==> src/rtl/sfc_pkg.sv <==
// shared constants for the synchronous four-bit counter
package sfc_pkg;
  localparam int COUNT_WIDTH = 4;
  localparam logic [3:0] COUNT_RESET = 4'h0;
  localparam logic [3:0] DECADE_LAST = 4'h9;
  localparam logic [3:0] BINARY_LAST = 4'hf;
  localparam logic [4:0] DECADE_MOD = 5'h0a;
  localparam logic [4:0] BINARY_MOD = 5'h10;
  localparam logic [3:0] ILLEGAL_LO = 4'ha;
  localparam int SYNC_STAGES = 2;
endpackage

==> src/rtl/sfc_counter.sv <==
// four-bit synchronous presettable counter, decade or binary, async or sync clear
//
// Functional notes
// [RL1] count held in four flops, load replaces whole count with preload value
// [RL2] count changes only on rising clock, except asynchronous clear
// [RL3] decade variant counts bcd modulo 10, nine wraps to zero
// [RL4] binary variant counts modulo 16, fifteen wraps to zero
// [RL5] decade flag high when trickle enable high and count nine
// [RL6] binary flag high when trickle enable high and count fifteen
// [RL7] flag fully decoded, asserted for exactly one count state
// [RL8] decade illegal states return to legal sequence within two counts
// [RL9] decade flag stays low for states ten to fifteen
// [RL10] count up only when load inactive and both enables high
// [RL11] load low copies preload regardless of count enables
// [RL12] either enable low with load inactive holds the count
// [RL13] counting gated by and of both enables for cascading
// [RL14] async clear low immediately forces count low, overrides all
// [RL15] sync clear low clears at next edge, beats load and count
// [RL16] surrounding logic must hold unused async clear high
// [RL17] parameters select modulo 10 or 16 and async or sync clear
// [RL18] decade illegal: 10 to 11 to 6, 12 to 13 to 4, 14 to 15 to 2
// [RL19] cascade by feeding flag to next trickle enable, share parallel enables
`timescale 1ns/1ns
module sfc_counter #(
  parameter bit DECADE = 1'b1, // RL17 1: modulo 10, 0: modulo 16
  parameter bit ASYNC_CLEAR = 1'b1 // RL17 1: async clear, 0: clear on clock edge
) (
  input wire logic core_clk_in, // rising edge clock
  input wire logic rstn_in, // synchronous reset, active low
  input wire logic load_enable_n_in, // load, active low
  input wire logic parallel_count_enable_in, // parallel count enable
  input wire logic trickle_count_enable_in, // trickle count enable
  input wire logic async_clear_n_in, // async clear pin, active low
  input wire logic sync_clear_n_in, // synchronous clear, active low
  input wire logic [3:0] preload_value_in, // parallel load value
  output logic [3:0] count_value_out, // count
  output logic terminal_count_flag_out // terminal count, combinational
);
  logic [3:0] count_reg;
  logic [3:0] count_next;
  logic clear_sync;
  logic count_en;
  logic [3:0] last_state;
  logic clear_idle;

  // increment; decade walks the odd illegal states back into the legal range
  function automatic logic [3:0] step(input logic [3:0] cur);
    logic [3:0] nxt;
    nxt = cur + 4'h1; // RL4
    if (DECADE) begin
      if (cur == sfc_pkg::DECADE_LAST) begin
        nxt = sfc_pkg::COUNT_RESET; // RL3
      end else if (cur == 4'hb) begin
        nxt = 4'h6; // RL18 RL8
      end else if (cur == 4'hd) begin
        nxt = 4'h4; // RL18 RL8
      end else if (cur == 4'hf) begin
        nxt = 4'h2; // RL18 RL8
      end
    end
    return nxt;
  endfunction

  // async clear pin is brought into the core domain
  sfc_sync2 #(.RESET_VAL(1'b1)) u_clr_sync (
    .core_clk_in(core_clk_in),
    .rstn_in(rstn_in),
    .async_in(async_clear_n_in),
    .sync_out(clear_sync)
  );

  assign count_en = load_enable_n_in & parallel_count_enable_in & trickle_count_enable_in; // RL13 RL10

  // clear inactive as the count flops see it, used by the checks
  assign clear_idle = ASYNC_CLEAR ? clear_sync : sync_clear_n_in;

  // next count, clear first then load then count
  always_comb begin
    count_next = count_reg;
    if (!ASYNC_CLEAR && !sync_clear_n_in) begin
      count_next = sfc_pkg::COUNT_RESET; // RL15
    end else if (!load_enable_n_in) begin
      count_next = preload_value_in; // RL11 RL1
    end else if (count_en) begin
      count_next = step(count_reg); // RL10
    end
  end

  // count flops, one update per rising edge
  always_ff @(posedge core_clk_in) begin
    if (!rstn_in) begin
      count_reg <= sfc_pkg::COUNT_RESET;
    end else if (ASYNC_CLEAR && !clear_sync) begin
      count_reg <= sfc_pkg::COUNT_RESET; // RL14
    end else begin
      count_reg <= count_next; // RL2 RL12
    end
  end

  // async variant forces outputs low while clear pin is low
  assign count_value_out = (ASYNC_CLEAR && !async_clear_n_in) ? sfc_pkg::COUNT_RESET : count_reg; // RL14 RL16

  assign last_state = DECADE ? sfc_pkg::DECADE_LAST : sfc_pkg::BINARY_LAST;
  // flag fully decoded on the one terminal state
  assign terminal_count_flag_out = trickle_count_enable_in && (count_value_out == last_state); // RL5 RL6 RL7 RL9 RL19

  // assertions
  // load copies the preload value
  property p_load;
    @(posedge core_clk_in) disable iff (!rstn_in)
    (load_enable_n_in == 1'b0 && (ASYNC_CLEAR || sync_clear_n_in) && (!ASYNC_CLEAR || clear_sync))
      |=> count_reg == $past(preload_value_in);
  endproperty
  a_load: assert property (p_load) else $error("load did not copy preload"); // RL11

  // either enable low holds the count
  property p_hold;
    @(posedge core_clk_in) disable iff (!rstn_in)
    (load_enable_n_in && !(parallel_count_enable_in && trickle_count_enable_in)
      && (ASYNC_CLEAR || sync_clear_n_in) && (!ASYNC_CLEAR || clear_sync)) |=> $stable(count_reg);
  endproperty
  a_hold: assert property (p_hold) else $error("count changed while disabled"); // RL12

  // terminal state wraps to zero
  property p_wrap;
    @(posedge core_clk_in) disable iff (!rstn_in)
    (count_en && count_reg == last_state && (ASYNC_CLEAR || sync_clear_n_in) && (!ASYNC_CLEAR || clear_sync))
      |=> count_reg == 4'h0;
  endproperty
  a_wrap: assert property (p_wrap) else $error("terminal state did not wrap"); // RL3

  // low legal states step by one
  property p_inc;
    @(posedge core_clk_in) disable iff (!rstn_in)
    (count_en && count_reg < 4'h9 && (ASYNC_CLEAR || sync_clear_n_in) && (!ASYNC_CLEAR || clear_sync))
      |=> count_reg == $past(count_reg) + 4'h1;
  endproperty
  a_inc: assert property (p_inc) else $error("count did not step by one"); // RL10

  // synchronous clear empties the count at the edge
  property p_sclr;
    @(posedge core_clk_in) disable iff (!rstn_in)
    (!ASYNC_CLEAR && !sync_clear_n_in) |=> count_reg == 4'h0;
  endproperty
  a_sclr: assert property (p_sclr) else $error("sync clear missed"); // RL15

  // clear pin forces outputs low at once
  property p_aclr;
    @(posedge core_clk_in) disable iff (!rstn_in)
    (ASYNC_CLEAR && !async_clear_n_in) |-> count_value_out == 4'h0 && !terminal_count_flag_out;
  endproperty
  a_aclr: assert property (p_aclr) else $error("async clear not forcing low"); // RL14

  // flag only on the one terminal state
  property p_flag;
    @(posedge core_clk_in) disable iff (!rstn_in)
    terminal_count_flag_out |-> trickle_count_enable_in && count_value_out == (DECADE ? 4'h9 : 4'hf);
  endproperty
  a_flag: assert property (p_flag) else $error("flag on wrong state"); // RL7

  // an illegal decade state is legal again after two counts
  property p_illegal;
    @(posedge core_clk_in) disable iff (!rstn_in)
    (DECADE && count_reg >= 4'ha && count_en && clear_idle) ##1 (count_en && clear_idle)
      |=> count_reg < 4'ha;
  endproperty
  a_illegal: assert property (p_illegal) else $error("illegal state not recovered"); // RL8

  // reset leaves the count at zero
  property p_reset;
    @(posedge core_clk_in)
    !rstn_in |=> count_reg == sfc_pkg::COUNT_RESET;
  endproperty
  a_reset: assert property (p_reset) else $error("reset did not clear count"); // RL1

  // a high flag with the count enabled carries to zero
  property p_carry;
    @(posedge core_clk_in) disable iff (!rstn_in)
    (terminal_count_flag_out && parallel_count_enable_in && load_enable_n_in && clear_idle)
      |=> count_value_out == sfc_pkg::COUNT_RESET;
  endproperty
  a_carry: assert property (p_carry) else $error("flag did not carry to zero"); // RL5 RL6

  // illegal decade states never raise the flag
  property p_flag_illegal;
    @(posedge core_clk_in) disable iff (!rstn_in)
    (DECADE && count_value_out >= sfc_pkg::ILLEGAL_LO) |-> !terminal_count_flag_out;
  endproperty
  a_flag_illegal: assert property (p_flag_illegal) else $error("flag on illegal state"); // RL9

  // illegal decade states follow the fixed recovery walk
  property p_walk;
    @(posedge core_clk_in) disable iff (!rstn_in)
    (DECADE && count_en && clear_idle && count_reg >= sfc_pkg::ILLEGAL_LO)
      |=> ($past(count_reg) == 4'hb && count_reg == 4'h6)
      || ($past(count_reg) == 4'hd && count_reg == 4'h4)
      || ($past(count_reg) == 4'hf && count_reg == 4'h2)
      || (!$past(count_reg[0]) && count_reg == $past(count_reg) + 4'h1);
  endproperty
  a_walk: assert property (p_walk) else $error("illegal state took wrong step"); // RL18

  // binary counting steps by one and wraps at sixteen
  property p_bin_inc;
    @(posedge core_clk_in) disable iff (!rstn_in)
    (!DECADE && count_en && clear_idle) |=> count_reg == $past(count_reg) + 4'h1;
  endproperty
  a_bin_inc: assert property (p_bin_inc) else $error("binary step wrong"); // RL4

  // synchronised clear pin empties the count flops
  property p_aclr_reg;
    @(posedge core_clk_in) disable iff (!rstn_in)
    (ASYNC_CLEAR && !clear_sync) |=> count_reg == sfc_pkg::COUNT_RESET;
  endproperty
  a_aclr_reg: assert property (p_aclr_reg) else $error("count flops not cleared"); // RL14

  // decade counting never leaves the legal range
  property p_decade_range;
    @(posedge core_clk_in) disable iff (!rstn_in)
    (DECADE && count_en && clear_idle && count_reg <= sfc_pkg::DECADE_LAST)
      |=> count_reg <= sfc_pkg::DECADE_LAST;
  endproperty
  a_decade_range: assert property (p_decade_range) else $error("decade count left range"); // RL3

  // load wins over active count enables
  property p_load_wins;
    @(posedge core_clk_in) disable iff (!rstn_in)
    (!load_enable_n_in && parallel_count_enable_in && trickle_count_enable_in && clear_idle)
      |=> count_reg == $past(preload_value_in);
  endproperty
  a_load_wins: assert property (p_load_wins) else $error("count beat load"); // RL11
endmodule

==> src/rtl/sfc_sync2.sv <==
// two-flop synchroniser for one asynchronous level
`timescale 1ns/1ns
module sfc_sync2 #(
  parameter logic RESET_VAL = 1'b1
) (
  input wire logic core_clk_in, // core clock
  input wire logic rstn_in, // synchronous reset, active low
  input wire logic async_in, // level from outside the domain
  output logic sync_out // synchronised level
);
  logic meta_reg;
  logic sync_reg;

  // first stage feeds only the second
  always_ff @(posedge core_clk_in) begin
    if (!rstn_in) begin
      meta_reg <= RESET_VAL;
      sync_reg <= RESET_VAL;
    end else begin
      meta_reg <= async_in;
      sync_reg <= meta_reg;
    end
  end

  assign sync_out = sync_reg;
endmodule

==> config.mk <==
export PLATFORM = sky130hd
export DESIGN_NAME = sfc_counter
export DESIGN_NICKNAME = d
export VERILOG_FILES = /design/src/rtl/sfc_pkg.sv /design/src/rtl/sfc_counter.sv /design/src/rtl/sfc_sync2.sv
export SDC_FILE = /design/constraint.sdc
export NUM_CORES = 1
export LEC_CHECK = 0
export ABC_AREA = 1
export BUFFER_PORTS_ARGS = -buffer_cell sky130_fd_sc_hd__clkbuf_2
export CAP_MARGIN = 20
export CORE_AREA = 2 2 39 41
export CTS_CLUSTER_SIZE = 25
export DETAILED_ROUTE_END_ITERATION = 6
export DIE_AREA = 0 0 41 43
export PLACE_DENSITY = 0.54
export SLEW_MARGIN = 20
export SYNTH_ARGS = -nofsm -noshare
export SYNTH_HDL_FRONTEND = slang
export SYNTH_SLANG_ARGS = --single-unit
==> constraint.sdc <==
create_clock -name core_clk_in -period 1.8 [get_ports core_clk_in]
set_clock_uncertainty 0.2 [all_clocks]
set_input_delay 0 -clock core_clk_in [delete_from_list [all_inputs] [get_ports core_clk_in]]
set_output_delay 0 -clock core_clk_in [all_outputs]
set_load 0.02 [all_outputs]
* After elaboration in Yosys (flattened, before gate mapping) *
Cells that the tools add are included.

cells by class
  add/sub/neg operators = 1
  reduce and logical (&&, ||, !) cells = 2
  eq/ne operators = 6
  bitwise operators = 2
  muxes and demuxes = 7

operators with widths
  operator                                                                  count
  4-bit 2-to-1 mux                                                          7
  4-bit == test (second input constant)                                     5
  4-bit by 1-bit adder with 4-bit output (second input constant)            1
  1-bit AND                                                                 2
  2-bit by 1-bit inequality test with 1-bit output (second input constant)  1
  2-bit AND reduction                                                       1
  1-bit logical AND                                                         1

word-level totals
  register bits = 6
  word-level logic and storage cells = 21

* Longest topological paths before layout *
Gate-level depths: netlist of run 1.

  depth after elaboration = 7
  depth in mapped cells = 7
  gate-level depth less buffers = 7

* Cells and area by module *
A second synthesis of run 1 with hierarchy kept.

second synthesis, totals
  cells, all modules = 64
  area total of the unflattened synthesis = 396.6 µm²

modules (own cells, without submodules)
  module       cells an instance  times used  area an instance (µm²)  seq. area each (µm²)
  sfc_counter  58                 1           341.6                   80.1
  sfc_sync2    6                  1           55.1                    40.0

* Worst setup path before layout of run 1 *
No wires, ideal clock.

  path type = flip-flop to output port
  start = register count_reg[3]
  end = output terminal_count_flag_out
  path slack = 0.421 ns
  path buffers = 0
  cell stages (with the launch flop) = 3
  required time = 1.600 ns
  arrival time = 1.179 ns
  cell sequence = dfxtp_1 > inv_1 > nor4_1

between the ends
  word-level cells in the longest chain between the ends = 3

ends and longest elaborated chain
  what                    RTL line            RTL
  start, declared         sfc_counter.sv:39   logic [3:0] count_reg;
  start signal, assigned  sfc_counter.sv:92   count_reg <= sfc_pkg::COUNT_RESET;
  start signal, assigned  sfc_counter.sv:94   count_reg <= sfc_pkg::COUNT_RESET;
  start signal, assigned  sfc_counter.sv:96   count_reg <= count_next;
  4-bit 2-to-1 mux        sfc_counter.sv:101  assign count_value_out = (ASYNC_CLEAR && !async_clear_n_in) ? sfc_pkg::COUNT_RESET : count_reg;
  4-bit == test           sfc_counter.sv:105  assign terminal_count_flag_out = trickle_count_enable_in && (count_value_out == last_state);
  1-bit logical AND       sfc_counter.sv:105
  end, declared           sfc_counter.sv:37   output logic terminal_count_flag_out

No other way between the ends.

* Worst setup path in the final report of run 1 *
  start = input parallel_count_enable_in
  end = register count_reg[2]

between the ends
  word-level cells in the longest chain between the ends = 3

ends and longest elaborated chain
  what                                                               RTL line           RTL
  start, declared                                                    sfc_counter.sv:31  input wire logic parallel_count_enable_in,
  1-bit AND (2 in a row)                                             sfc_counter.sv:72  assign count_en = load_enable_n_in & parallel_count_enable_in & trickle_count_enable_in;
  2-bit by 1-bit inequality test with 1-bit output (no source line)  n/a

No other way between the ends.
A chain may end at the register's enable or synchronous reset.

==> key figures, run 1 <==
Synth
  • Dominant cell type by area after synthesis: dfxtp_1
  • Yosys top cell area share: 0.288
  • Synth warn: 0
  • Syn Nets: 80
  • Commonest cells post-synth: 22 x nand2_1, 14 x inv_1, 6 x dfxtp_1
  • Register area share after synthesis: 0.288
  • Syn Area/Cell: just over 6 um^2
  • Yosys cell types: 15
  • Flip-flop and latch count after synthesis: 6
  • Synth area leaders: dfxtp_1 29%, nand2_1 20%, inv_1 13%
  • Mapped cell area: between 400 and 500 um^2
  • Post-synth ARST share: 0
  • Post-Synthesis Cells: between 60 and 70
  • EDFF count, synth: 0
  • Count leader, synth: nand2_1
  • Ys flop type: dfxtp_1

Timing
  • Setup TNS Final: 0 ns
  • Max Clock Freq: approximately 600 MHz
  • Slew HR: 0.825
  • Period utilisation layout: 0.932
  • RSZ-0062 raised after global routing: no
  • Final hold slack: -0.0233 ns
  • Tmin final: approximately 1.7 ns
  • Final setup viols: 0
  • Slew @ Worst Pin: between 0.2 and 0.3 ns
  • Fin. Hold Viols: 3
  • Final Slew Violations: 0

Floorplanning
  • Die area: between 1500 and 2000 um^2
  • I/O Pins: 16
  • Die width: 41 um
  • Starting Density: 0.301
  • Core Box Area: around 1400 um^2
  • # rows: 14
  • Die Height: ~43 um

Worst setup path
  • Critical path class: in -> reg
  • R2R Path End: count_reg[2]
  • R2R Setup Slk: about 0.16 ns
  • CP Launch Type: input port
  • Critical Path RT: between 1.5 and 2 ns
  • Peak fanout along the critical path: 4
  • FF-to-FF path depth: 5
  • RR Startpoint: count_reg[2]
  • Crit path DAT: approximately 1.7 ns
  • Worst setup EP type: register

GRT
  • Largest net degree at the start of global routing: 8
  • GRT Resource Usage Total: 0.122
  • Initial antenna violation count: 0
  • Number of global-route vias before repair: around 380
  • Total congestion overflow: 0
  • First-pass GRT wire length: between 1000 and 1500 um

Layout
  • Fillers: about 160
  • Fraction of layout cells with a size suffix above 1: 0.261
  • Area growth from synthesis to layout: 48.0%
  • N_diodes: 0
  • Post-layout util: 0.446
  • Final net count: about 110
  • Max FFs per register: 4

Clock network
  • Maximum clock insertion buffer count: 2
  • Clk root buf: clkbuf_4
  • CTS sink cnt: 6
  • Post-CTS Repair Setup Buffers: 0
  • Clock transition at the registers of the reported paths: ~0.040 ns
  • Clk_lat worst skew: around 0.23 ns
  • Inserted Clock Buffers: 3
  • TritonCTS clock tree: done
  • H-tree levels: 1

Pwr
  • Power Density: around 560 nW/um^2
  • Pwr Total: around 0.00035 W
  • Max VDD drop: between 200 and 300 uV
  • Leak: roughly 0.35 nW

Worst hold path
  • Min-Delay Endpoint: count_reg[0]
  • Worst hold start: load_enable_n_in
  • Depth of the worst hold-timing path: 5
  • Worst min path class: in -> reg

Place
  • Port bufs: 14
  • RePlAce Congestion: around 0.74
  • DPL Wire Length: approximately 710 um

Drt
  • Router iterations before antenna repair: 4
  • Wire length per cell: 8.36 um
  • Drt drc: 0
  • Initial DRC Count: 7
  • DRT antenna net count: 0
  • Routed vias/inst: approximately 4.3
  • Vias post-DR: 459
  • Final WL: 903 um

Status
  • Failing checks: hold timing
  • Status: finished with violations

Run
  • Max-Cap Viols: 0
==> kinds of logic (layout without fill, tap and decap cells) <==
family / count (synthesis) / count (layout) / share of synthesized area
adders and majority gates: 2 / 2 / 0.0601
buffers and inverters: 15 / 40 / 0.135
AOI/OAI and AO/OA: 7 / 7 / 0.0841
and+or+nand+nor: 37 / 37 / 0.432
DFF: 6 / 6 / 0.288
==> stage by stage <==
| stage | setup WS [ns] | hold slack, ns | instances | instance area (um^2) |
|---|---|---|---|---|
| 6_report | 0.122 | -0.0233 | 108 | 617 |
| 5_1_grt | 0.0325 | 0.00443 | 108 | 617 |
| 4_1_cts | 0.0408 | 0.00331 | 108 | 609 |
| 3_5_place_dp | 0.321 | -0.00750 | 97 | 507 |
| 3_3_place_gp | 0.332 | -0.0109 | 97 | 507 |
| 2_1_floorplan | 0.421 | -0.131 | 67 | 417 |
==> layout by cell type, fill, tap and decap left out <==
master,n
nand2_1,21
inv_1,14
clkbuf_2,14
dlygate4sd3_1,8
dfxtp_1,6
nand3_1,5
o21ai_0,3
nor2_1,3
a21oi_1,3
clkbuf_4,3
nand2_2,2
ha_1,2
nor4_1,1
nand2_4,1
nor2_8,1
inv_2,1
nand3_2,1
nor2_2,1
nand4_1,1
o21ai_1,1
==> worst max path at each step <==
stage	startpoint	end	depth (start not counted)
finish	parallel_count_enable_in	count_reg[2]	8
global route	parallel_count_enable_in	count_reg[2]	8
CTS	parallel_count_enable_in	count_reg[2]	8
detailed placement	count_reg[1]	count_reg[0]	7
global placement	count_reg[1]	count_reg[0]	7
floorplan	count_reg[3]	terminal_count_flag_out	2
==> repair_timing <==
action,4_1_cts,5_1_grt
setup endpoints to repair,0,1
hold buffers,8,0
resized for setup,0,3
hold endpoints to repair,6,0
==> per-layer routing <==
layer | up-vias | GRT usage | share of wire
met5 | - | 0 | 0
met4 | 0 | 0.0800 | 0
met3 | 0 | 0.0157 | 0.016
met2 | 5 | 0.166 | 0.51
met1 | 196 | 0.172 | 0.47
li1 | 258 | - | -
==> worst max-delay path: stages <==
cell,delay (ns)
dlygate4sd3_1,0.53
clkbuf_2,0.12
nand2_4,0.10
nand2_2,0.07
o21ai_1,0.11
dlygate4sd3_1,0.56
inv_1,0.04
a21oi_1,0.12
==> cell type report <==
type / instances / area, um^2 / share of cell area
multi-input cells: 46 / 248 / 0.402
repair buffers: 22 / 150 / 0.243
flip-flops and latches: 6 / 120 / 0.195
inverters: 15 / 56.3 / 0.0913
clock buffers: 3 / 22.5 / 0.0365
well taps: 16 / 20.0 / 0.0325
==> power breakdown <==
group | internal [W] | leakage, nW | switching, W
Sequential | 0.000141 | 0.0495 | 0.00000941
Clock | 0.0000749 | 0.0138 | 0.0000409
Combinational | 0.0000377 | 0.286 | 0.0000417
Total | 0.000254 | 0.349 | 0.0000920
No activity file was read; power rests on OpenSTA's default activity.
==> run 2: changes to the inputs <==
==> constraint.sdc (replaced) <==
create_clock -name core_clk_in -period 1.8 [get_ports core_clk_in]
set_clock_uncertainty 0.2 [all_clocks]
set_input_delay 0.36 -clock core_clk_in [delete_from_list [all_inputs] [get_ports core_clk_in]]
set_output_delay 0.36 -clock core_clk_in [all_outputs]
set_load 0.02 [all_outputs]
==> run 2 against run 1 <==
The flow now finishes without violations. Final cell count is 6.5% lower. Hold slack better by 0.12 ns. Maximum frequency fell by 0.37%. Non-clock buffer count down 7. Power shrank 3.3%. Sequential share of layout area increased by 3.1 points. Critical path depth is 4 lower. Global-route usage grew 0.20 points. Utilization fell by 5.7 points. Sequential cell count is the same. Clock power is essentially flat. Critical path type is now reg -> out. Critical endpoint is now terminal_count_flag_out. Sequential power about the same.
==> key figures, run 2 (synthesis results as in run 1) <==
Timing
  • Final setup viols: 0 (unchanged)
  • RSZ-0062 raised after global routing: no (unchanged)
  • Period utilisation layout: 0.936 (was 0.932)
  • Final worst slack: 0.115 ns (was 0.122 ns)
  • Slew HR: 0.835 (was 0.825)
  • Final Slew Violations: 0 (unchanged)
  • Tmin final: 1.68 ns (about the same)
  • Max Clock Freq: 594 MHz (was 596 MHz)
  • Fin. Hold Viols: 0 (was 3)
  • Slew @ Worst Pin: 0.247 ns (was 0.263 ns)
  • Setup TNS Final: 0 ns (unchanged)

Drt
  • Routed vias/inst: 4.44 (was 4.25)
  • DRT antenna net count: 0 (unchanged)
  • Vias post-DR: 448 (was 459)
  • Router iterations before antenna repair: 4 (unchanged)
  • Initial DRC Count: 5 (was 7)
  • Final WL: 856 um (was 903 um)
  • Drt drc: 0 (unchanged)
  • Wire length per cell: 8.48 um (was 8.36 um)

GRT
  • GRT Resource Usage Total: 0.124 (was 0.122)
  • Largest net degree at the start of global routing: 8 (unchanged)
  • Total congestion overflow: 0 (unchanged)
  • Initial antenna violation count: 0 (unchanged)
  • First-pass GRT wire length: 1410 um (was 1480 um)
  • Number of global-route vias before repair: 382 (was 383)

Worst hold path
  • Min-Delay Endpoint: u_clr_sync.meta_reg (was count_reg[0])
  • Worst hold start: rstn_in (was load_enable_n_in)
  • Worst min path class: in -> reg (unchanged)
  • Depth of the worst hold-timing path: 2 (was 5)

Place
  • RePlAce Congestion: 0.714 (was 0.741)
  • Placed Area: 514 um^2 (was 507 um^2)
  • DP Worst Slack: 0.216 ns (was 0.321 ns)
  • DPL Wire Length: 736 um (was 715 um)
  • Port bufs: 14 (unchanged)

Clock network
  • Inserted Clock Buffers: 3 (unchanged)
  • CTS sink cnt: 6 (unchanged)
  • TritonCTS clock tree: done (unchanged)
  • CTS Hold Bufs: 0 (was 8)
  • Maximum clock insertion buffer count: 2 (unchanged)
  • Clock transition at the registers of the reported paths: 0.04 ns (about the same)
  • Clk root buf: clkbuf_4 (unchanged)
  • Post_cts resized: 0 (unchanged)
  • Post-CTS Repair Setup Buffers: 0 (unchanged)
  • Clk_lat worst skew: 0.24 ns (was 0.23 ns)
  • H-tree levels: 1 (unchanged)

Floorplanning
  • Die width: 41 um (unchanged)
  • Die Height: 43 um (unchanged)
  • Starting Density: 0.301 (unchanged)
  • # rows: 14 (unchanged)
  • Die area: 1760 um^2 (unchanged)
  • Core Box Area: 1380 um^2 (unchanged)
  • I/O Pins: 16 (unchanged)

Worst setup path
  • R2R Path End: count_reg[0] (was count_reg[2])
  • Slowest-stage cell, CP: dfxtp_1 (was dlygate4sd3_1)
  • FF-to-FF path depth: 7 (was 5)
  • Peak fanout along the critical path: 5 (was 4)
  • Critical path class: reg -> out (was in -> reg)
  • Crit-path cells: inv_1, nand3_1, nor4_1, clkbuf_2 (was dlygate4sd3_1, clkbuf_2, nand2_4, nand2_2, o21ai_1, dlygate4sd3_1, inv_1, a21oi_1)
  • R2R Setup Slk: 0.33 ns (was 0.16 ns)
  • CP peak stage delay: 0.34 ns (was 0.56 ns)
  • CP Launch Type: register (was input port)
  • Crit path DAT: 1.12 ns (was 1.65 ns)
  • Critical path's top delay family: flip-flops (was buffers and inverters)
  • Worst setup EP type: output pin (was register)
  • RR Startpoint: count_reg[1] (was count_reg[2])
  • Critical Path RT: 1.24 ns (was 1.77 ns)
  • Worst Path Buf+Inv: 2 (was 4)

Pwr
  • Pwr Total: 0.000334 W (was 0.000346 W)
  • Max VDD drop: 356 uV (was 287 uV)
  • Power Density: 621 nW/um^2 (was 560 nW/um^2)
  • Leak: 0.315 nW (was 0.349 nW)

Layout
  • Fraction of layout cells with a size suffix above 1: 0.294 (was 0.261)
  • Post-route cell area: 538 um^2 (was 617 um^2)
  • N_diodes: 0 (unchanged)
  • Commonest non-fill, non-tap cells in the layout: 22 x nand2_1, 14 x inv_1, 14 x clkbuf_2 (was 21 x nand2_1, 14 x inv_1, 14 x clkbuf_2)
  • Max FFs per register: 4 (unchanged)
  • Post-layout util: 0.389 (was 0.446)
  • Commonest non-fill, non-tap cell in the layout: nand2_1 (unchanged)
  • Final net count: 100 (was 107)
  • Area growth from synthesis to layout: 29.1% (was 48.0%)

Status
  • Status: complete, no violations (was finished with violations)

Run
  • Max-Cap Viols: 0 (unchanged)
==> run 2: worst max-delay path by stage <==
stage / from / end / slack (ns) / depth (start not counted)
after floorplan: count_reg[3] / terminal_count_flag_out / 0.06 / 2
after global placement: async_clear_n_in / terminal_count_flag_out / 0.23 / 4
after detailed placement: async_clear_n_in / terminal_count_flag_out / 0.22 / 4
after CTS: count_reg[0] / terminal_count_flag_out / 0.01 / 3
after global routing: count_reg[1] / terminal_count_flag_out / 0.04 / 4
final: count_reg[1] / terminal_count_flag_out / 0.12 / 4
==> run 2: routing by layer <==
layer | vias up | track usage | wire, um
met5 | - | 0 | 0
met4 | 0 | 0.120 | 10
met3 | 2 | 0.0157 | 31
met2 | 7 | 0.172 | 451
met1 | 197 | 0.153 | 363
li1 | 242 | - | -
==> run 2: report_power, final <==
| group | internal (W) | switching, W | total, W | leakage, nW |
|---|---|---|---|---|
| sequential | 0.000141 | 0.00000780 | 0.000149 | 0.0499 |
| clock | 0.0000751 | 0.0000439 | 0.000119 | 0.0138 |
| combinational | 0.0000265 | 0.0000394 | 0.0000659 | 0.252 |
==> run 2: worst register-to-register path: stages, from the launching register on <==
cell	delay, ns
dfxtp_1	0.39
inv_1	0.10
ha_1	0.21
nand3_1	0.12
nand2_1	0.08
nor2_2	0.14
nand2_1	0.06
a21oi_1	0.11
==> run 2: area by class of cell <==
| class | count | area (um^2) |
|---|---|---|
| Multi-Input combinational cell | 46 | 240 |
| Fill cell | 167 | 846 |
| Inverter | 15 | 56.3 |
| Tap cell | 16 | 20.0 |
| Clock buffer | 3 | 22.5 |
| Timing Repair Buffer | 15 | 77.6 |
| Sequential cell | 6 | 121 |
==> run 2: per-stage QoR <==
step / hold WS [ns] / instances
global placement: 0.196 / 98
detailed placement: 0.202 / 98
global route: 0.114 / 101
finish: 0.0990 / 101
CTS: 0.0951 / 101
floorplan: 0.180 / 67
